### src/verilog/adc_out_pkg.sv
// Constants shared by the converter output end and the capture end.
// Summary of operation
// - Results are straight binary in every range.
// - Minus reference, zero, top map to documented codes.
// - Beyond range: flag high, code clamps.
// - Flag stays low for in-range samples.
// - Flag and word share one pipeline latency.
// - Flag stays high until in-range conversion completes.
// - Capture classifies sample from flag and MSB.
// - Twos complement by inverting only the MSB.
// - Internal timing uses both conversion clock edges.
// - Clock high and low times at least 45 ns.
// - Divided conversion clock retimed by source clock.
package adc_out_pkg;
   localparam int CODE_W = 14;
   localparam int ANALOG_W = 16;
   localparam int PIPE_DEPTH = 3;
   localparam logic [CODE_W-1:0] CODE_MIN = 14'h0000;
   localparam logic [CODE_W-1:0] CODE_MID = 14'h2000;
   localparam logic [CODE_W-1:0] CODE_MAX = 14'h3FFF;
   localparam logic [CODE_W-1:0] MSB_MASK = 14'h2000;
   // Analog level is expressed in LSBs relative to zero differential input.
   localparam logic signed [ANALOG_W-1:0] LEVEL_NEG_REF = 16'hE000;
   localparam logic signed [ANALOG_W-1:0] LEVEL_POS_REF = 16'h2000;
   localparam int CLK_PERIOD_PS = 5000;
   localparam int CLK_MIN_HALF_PS = 45000;
   // Least time rounds up to whole cycles.
   localparam int HALF_CYC = (CLK_MIN_HALF_PS + CLK_PERIOD_PS - 1) / CLK_PERIOD_PS;
   localparam int HALF_CNT_W = 4;
   localparam logic [HALF_CNT_W-1:0] HALF_LAST = HALF_CNT_W'(HALF_CYC - 1);
   localparam logic [HALF_CNT_W-1:0] HALF_ZERO = 4'h0;
   typedef enum logic [1:0] {
      CLASS_IN_RANGE = 2'b00,
      CLASS_UNDER = 2'b01,
      CLASS_OVER = 2'b10
   } range_class_e;
endpackage : adc_out_pkg

### src/verilog/adc_link_if.sv
// Link between the converter output pins and the capture logic.
`timescale 1ns/1ps
interface adc_link_if;
   import adc_out_pkg::*;
   logic conv_clk;
   logic [CODE_W-1:0] code;
   logic out_of_range_flag;
   modport device (input conv_clk, output code, output out_of_range_flag);
   modport host (output conv_clk, input code, input out_of_range_flag);
endinterface : adc_link_if

### src/verilog/adc_sample_source.sv
// Converter digital output end: pipeline, code mapping and range flag.
`timescale 1ns/1ps
module adc_sample_source (
   input wire logic clk_i, // System clock.
   input wire logic rst_i, // Asynchronous reset, active high.
   input wire logic signed [adc_out_pkg::ANALOG_W-1:0] analog_level_i, // Differential input in LSBs.
   output logic sample_taken_o, // Pulse when a sample enters the pipeline.
   adc_link_if.device link // Output pins.
);
   import adc_out_pkg::*;

   // ****************************************
   // Conversion and pipeline
   // ****************************************
   logic conv_prev_reg;
   logic conv_prev_next;
   logic [CODE_W-1:0] code_pipe_reg [PIPE_DEPTH];
   logic [CODE_W-1:0] code_pipe_next [PIPE_DEPTH];
   logic otr_pipe_reg [PIPE_DEPTH];
   logic otr_pipe_next [PIPE_DEPTH];
   logic [CODE_W-1:0] code_out_reg;
   logic [CODE_W-1:0] code_out_next;
   logic otr_out_reg;
   logic otr_out_next;
   logic taken_reg;
   logic taken_next;
   logic conv_rise;
   logic conv_fall;
   logic [CODE_W-1:0] conv_code;
   logic conv_otr;

   // Sampling happens on the rising edge, output update on the falling edge.
   assign conv_rise = link.conv_clk & ~conv_prev_reg;
   assign conv_fall = ~link.conv_clk & conv_prev_reg;

   always_comb begin
      conv_code = CODE_W'(analog_level_i - LEVEL_NEG_REF);
      conv_otr = 1'b0;
      if (analog_level_i < LEVEL_NEG_REF) begin
         conv_code = CODE_MIN;
         conv_otr = 1'b1;
      end else if (analog_level_i >= LEVEL_POS_REF) begin
         conv_code = CODE_MAX;
         conv_otr = 1'b1;
      end
   end

   generate
      for (genvar i = 0; i < PIPE_DEPTH; i++) begin : g_pipe
         logic [CODE_W-1:0] code_in;
         logic otr_in;
         // The head stage is split off at elaboration so no stage ever indexes below zero.
         if (i == 0) begin : g_head
            assign code_in = conv_code;
            assign otr_in = conv_otr;
         end else begin : g_tail
            assign code_in = code_pipe_reg[i-1];
            assign otr_in = otr_pipe_reg[i-1];
         end
         always_comb begin
            code_pipe_next[i] = code_pipe_reg[i];
            otr_pipe_next[i] = otr_pipe_reg[i];
            if (conv_rise) begin
               // Word and flag move in lockstep so their latency cannot differ.
               code_pipe_next[i] = code_in;
               otr_pipe_next[i] = otr_in;
            end
         end

         always_ff @(posedge clk_i or posedge rst_i) begin
            if (rst_i) begin
               code_pipe_reg[i] <= CODE_MID;
               otr_pipe_reg[i] <= 1'b0;
            end else begin
               code_pipe_reg[i] <= code_pipe_next[i];
               otr_pipe_reg[i] <= otr_pipe_next[i];
            end
         end
      end
   endgenerate

   always_comb begin
      conv_prev_next = link.conv_clk;
      taken_next = conv_rise;
      code_out_next = code_out_reg;
      otr_out_next = otr_out_reg;
      // The flag only changes when a new conversion completes, so it holds
      // high until an in-range sample reaches the pins.
      if (conv_fall) begin
         code_out_next = code_pipe_reg[PIPE_DEPTH-1];
         otr_out_next = otr_pipe_reg[PIPE_DEPTH-1];
      end
   end

   always_ff @(posedge clk_i or posedge rst_i) begin
      if (rst_i) begin
         conv_prev_reg <= 1'b0;
         taken_reg <= 1'b0;
         code_out_reg <= CODE_MID;
         otr_out_reg <= 1'b0;
      end else begin
         conv_prev_reg <= conv_prev_next;
         taken_reg <= taken_next;
         code_out_reg <= code_out_next;
         otr_out_reg <= otr_out_next;
      end
   end

   assign link.code = code_out_reg;
   assign link.out_of_range_flag = otr_out_reg;
   assign sample_taken_o = taken_reg;
endmodule : adc_sample_source
### src/flat_wrapper.sv
// flat-port wrapper written by rule: the top's interface ports become plain ports
module adc_sample_source_flat import adc_out_pkg::*;
  (clk_i, rst_i, analog_level_i, sample_taken_o, link_conv_clk, link_code, link_out_of_range_flag);
  adc_link_if link_i ();
  input wire logic clk_i;
  input wire logic rst_i;
  input wire logic signed [adc_out_pkg::ANALOG_W-1:0] analog_level_i;
  output logic sample_taken_o;
  input wire logic [$bits(link_i.conv_clk)-1:0] link_conv_clk;
  output wire logic [$bits(link_i.code)-1:0] link_code;
  output wire logic [$bits(link_i.out_of_range_flag)-1:0] link_out_of_range_flag;
  assign link_i.conv_clk = link_conv_clk;
  assign link_code = link_i.code;
  assign link_out_of_range_flag = link_i.out_of_range_flag;
  adc_sample_source u_core (.clk_i(clk_i), .rst_i(rst_i), .analog_level_i(analog_level_i), .sample_taken_o(sample_taken_o), .link(link_i));
endmodule
### config.mk
export PLATFORM = sky130hd
export DESIGN_NAME = adc_sample_source_flat
export DESIGN_NICKNAME = d
export VERILOG_FILES = /design/src/verilog/adc_out_pkg.sv /design/src/verilog/adc_link_if.sv /design/src/verilog/adc_sample_source.sv /design/src/flat_wrapper.sv
export SDC_FILE = /design/constraint.sdc
export NUM_CORES = 1
export LEC_CHECK = 0
export BUFFER_PORTS_ARGS = -buffer_cell sky130_fd_sc_hd__clkbuf_2
export CAP_MARGIN = 40
export CORE_AREA = 2 2 81 83
export CTS_CLUSTER_SIZE = 25
export DETAILED_ROUTE_END_ITERATION = 10
export DIE_AREA = 0 0 83 85
export PLACE_DENSITY_LB_ADDON = 0.25
export SKIP_CTS_REPAIR_TIMING = 1
export SYNTH_ARGS = -nofsm -noshare
export SYNTH_HDL_FRONTEND = slang
export SYNTH_SLANG_ARGS = --single-unit
### constraint.sdc
create_clock -name clk_i -period 3.17 [get_ports clk_i]
set_input_delay 0.4755 -clock clk_i [delete_from_list [all_inputs] [get_ports clk_i]]
set_output_delay 0.4755 -clock clk_i [all_outputs]
set_load 0.02 [all_outputs]
-- Word-level counts from Yosys, hierarchy flattened
Cells that the tools add are included.
- add/subtract/negate cells: 1
- $lt $le $gt $ge: 2
- mux-type cells: 4
- bitwise gates (word level): 4
- operators by type and width (cell ; count):
    $mux W14 ; 2
    $ge A16 B15 Y1 const B ; 1
    $lt A16 B14 Y1 const B ; 1
    $sub A14 B14 Y14 const B ; 1
    $and A1 B1 Y1 ; 2
    $mux W1 ; 2
    $not A1 Y1 ; 2
- register bits: 62
- word-level logic and storage cells: 21

-- Depth between registers and ports, before layout
- depth after elaboration: 3
- depth in mapped cells: 6

-- Least setup slack after synthesis
Ideal clock, no wire load.
- path kind: input -> register
- start: in link_conv_clk
- end: reg u_core.code_out_reg[0] (netlist: u_core.link.code[0])
- setup time: 0.125 ns
- arrival: 1.146 ns
- data required time: 3.045 ns
- slack: 1.899 ns
- stages: 4
- buffers on the path: 2
- cell sequence: nand2b_4 > buf_6 > buf_6 > mux2_4
- longest elaborated chain between the ends: 2
- RTL lines (element ; line ; text):
    start: declaration ; flat_wrapper.sv:9 ; input wire logic [$bits(link_i.conv_clk)-1:0] link_conv_clk;
    $not A1 Y1 ; adc_sample_source.sv:34 ; assign conv_fall = ~link.conv_clk & conv_prev_reg;
    $and A1 B1 Y1 ; adc_sample_source.sv:34 ;
    end signal: assignment ; adc_sample_source.sv:104 ; code_out_reg <= code_out_next;
    end: declaration ; adc_sample_source.sv:21 ; logic [CODE_W-1:0] code_out_reg;
No other way between the ends.
A chain may end at the register's enable or synchronous reset.

-- Worst setup path after layout
- start: reg u_core.conv_prev_reg
- end: reg u_core.code_pipe_reg, in the netlist u_core.g_pipe[1].code_in[10]
- longest elaborated chain between the ends: 2
- RTL lines (element ; line ; text):
    start: declaration ; adc_sample_source.sv:15 ; logic conv_prev_reg;
    start signal: assignment ; adc_sample_source.sv:102 ; conv_prev_reg <= conv_prev_next;
    $not A1 Y1 ; adc_sample_source.sv:33 ; assign conv_rise = link.conv_clk & ~conv_prev_reg;
    $and A1 B1 Y1 ; adc_sample_source.sv:33 ;
    end signal: indexed assignment ; adc_sample_source.sv:75 ; code_pipe_reg[i] <= code_pipe_next[i];
    end: declaration ; adc_sample_source.sv:17 ; logic [CODE_W-1:0] code_pipe_reg [PIPE_DEPTH];
No other way between the ends.

==> flow_summary.ini <==
[outcome]
status = completed

[timing]
hold_violations = 0
maxSlewViolCount = 0
fin_crit_sh_pct = 55.6
tns_ps = 0
fin_crit_ps = 1760
rsz0062_at_grt = no
timing.fmax_ghz = 0.567
worst_pin_slew_ps = 630
skew_ps = 4.07
setup_violations = 0
max_slew_margin_pct = 58.0

[layout]
syn2layout_area_growth_pct = 11.7
layout.nets = 310
num_antenna_cells = 0
fill_cells = 581
drive_above_1_share_pct = 27.0
largest_reg_flops = 28
design_area_um2 = 3060

[critical_path]
crit_buf_inv = 1
path_class = flip-flop to flip-flop
arrival_ps = 1980
cp-start-kind = flip-flop
cpMaxStageDelayCell = nand2b_2
cpPeakStageDelay_ps = 510
critPathTopFamily = simple AND/OR/NAND/NOR gates
required_ps = 3390
path_max_fanout = 32
crit_chain = nand2b_2, buf_4, a21oi_1, a22o_1
cp-end-kind = flip-flop

[yosys]
synth_cell_types = 23
ys_seq_elements = 62
yosysMostFrequentCell = nand2_1
yosysTopAreaCellShare_pct = 53.0
synthFlopType = dfrtp_1
synth_warnings = 0
synth_cells = 261
synth_area_leaders = dfrtp_1, nand2_1, mux2_4, a22o_1, dfstp_2
ys_seq_area_share_pct = 56.9
avgSynthCellArea_um2 = 10.5
syn_nets = 280
synth_edf_count = 0
yosysTopAreaCell = dfrtp_1
synth_commonest_cells = nand2_1, dfrtp_1, a22o_1, nor2_1, o21bai_1
async_flop_share_pct = 100
synthesis.area_um2 = 2740

[clock_network]
cts_buffer_depth = 2
htreeDepth = 3
numCtsBuffers = 9
clk_pin_slew_worst_paths_ps = 60
cts_tree = done
cts-root-buf = clkbuf_8
cts.sinks = 62
insertion_delay_ps = 330

[run]
cap_violations = 0

[die]
core_um2 = 6200
num_io_pins = 35
dieArea_um2 = 7060
fp.dieW_um = 83
initial_core_util_pct = 44.1
die_h_um = 85
rows = 29

[hold_path]
hold_path.class = primary input to asynchronous set/reset pin

[pwr]
power_switching_mw = 0.534
pwr-share-seq_pct = 52.4
pwr-share-clk_pct = 29.7
swShare_pct = 27.6
cellLeakagePower_nw = 1.61
p_int_mw = 1.40
combPwrFrac_pct = 17.9
power_density_nw_per_um2 = 633
ir_drop_mv = 0.295

[drt]
drt_iter0_drc = 131
finalWirelength_um = 4240
first_pass_iters = 4
drc_errors = 0
viasPerCell = 4.66
vias = 1739
routedWlPerCell_um = 11.4
detail-route-antenna-nets = 0

[placed_design]
io_buffers = 34
dp_hpwl_um = 2790
placed_cell_area_um2 = 2900
globalplace.congestion = 0.664

[grt]
grt_overflow_total = 0
grt_pass1_wl_um = 7680
grt_usage_pct = 13.6
grt_start_max_net_pins = 35
grt_pass1_vias = 1649
antenna_found_initial = 0
## cell usage in the layout (no fill, tap or decap), types with 2 or more instances in the layout
cell	instances
nand2_1	105
dfrtp_1	58
clkbuf_2	34
nor2_1	13
o21bai_1	13
a22o_1	13
a21oi_2	12
mux2_4	10
clkbuf_8	10
mux2_1	5
clkbuf_1	5
dfstp_2	4
buf_4	3
inv_2	2
## power groups by stage
| stage | Combinational, mW | Clock (mW) | Sequential [mW] |
|---|---|---|---|
| finish | 0.345 | 0.575 | 1.01 |
| global route | 0.389 | 0.632 | 1.03 |
| CTS | 0.353 | 0.595 | 1.02 |
| detailed placement | 0.351 | 0 | 1.03 |
| global placement | 0.342 | 0 | 1.03 |
| floorplan | 0.214 | 0 | 1.07 |
## final cells by class
type / count / area [um^2] / share of cell area, %
inverter: 2 / 7.51 / 0.246
timing repair buffer: 38 / 213 / 6.96
multi-input combinational: 178 / 1020 / 33.4
sequential: 62 / 1560 / 50.9
clock inverter: 1 / 5.00 / 0.164
tap: 77 / 96.3 / 3.15
clock buffer: 15 / 156 / 5.12
## per-stage QoR
step	power, mW	util [%]	cells	hold WS, ps	setup WS (ps)
after floorplan	1.29	-	261	435	1160
after global placement	1.37	46.3	356	448	1280
after detailed placement	1.38	46.7	357	446	1260
after CTS	1.97	49.3	373	130	1360
after global routing	2.05	49.3	373	156	1240
final	1.93	49.3	373	121	1410
## path summary, 6_finish.rpt
path	startpoint	depth (start not counted)	endpoint	slack (ps)
worst max-delay path	u_core.conv_prev_reg	4	u_core.g_pipe[1].code_in[10]	1410
worst min-delay path	rst_i	2	u_core.code_pipe_reg[10]	120
worst max register to register	u_core.conv_prev_reg	4	u_core.g_pipe[1].code_in[10]	1410
worst min register to register	u_core.g_pipe[1].code_in[13]	2	u_core.g_pipe[2].code_in[13]	450
max in group asynchronous	rst_i	3	u_core.g_pipe[1].code_in[13]	2460
min in group clk_i	link_conv_clk	1	u_core.conv_prev_reg	290
## kinds of logic after synthesis
group / after synthesis / share of synthesized area (%)
flip-flops: 62 / 56.9
buffers and inverters: 21 / 5.85
multiplexers: 15 / 7.54
AO/OA/AOI/OAI: 41 / 12.4
AND/OR/NAND/NOR: 122 / 17.3
## layer usage
metal	track usage, %	part of all wire, %	vias to the layer above
li1	-	-	915
met3	3.99	5.4	7
met5	0	0	-
met1	19.0	52	778
met4	7.15	2.1	0
met2	19.1	41	39
No activity file was read; power rests on OpenSTA's default activity.
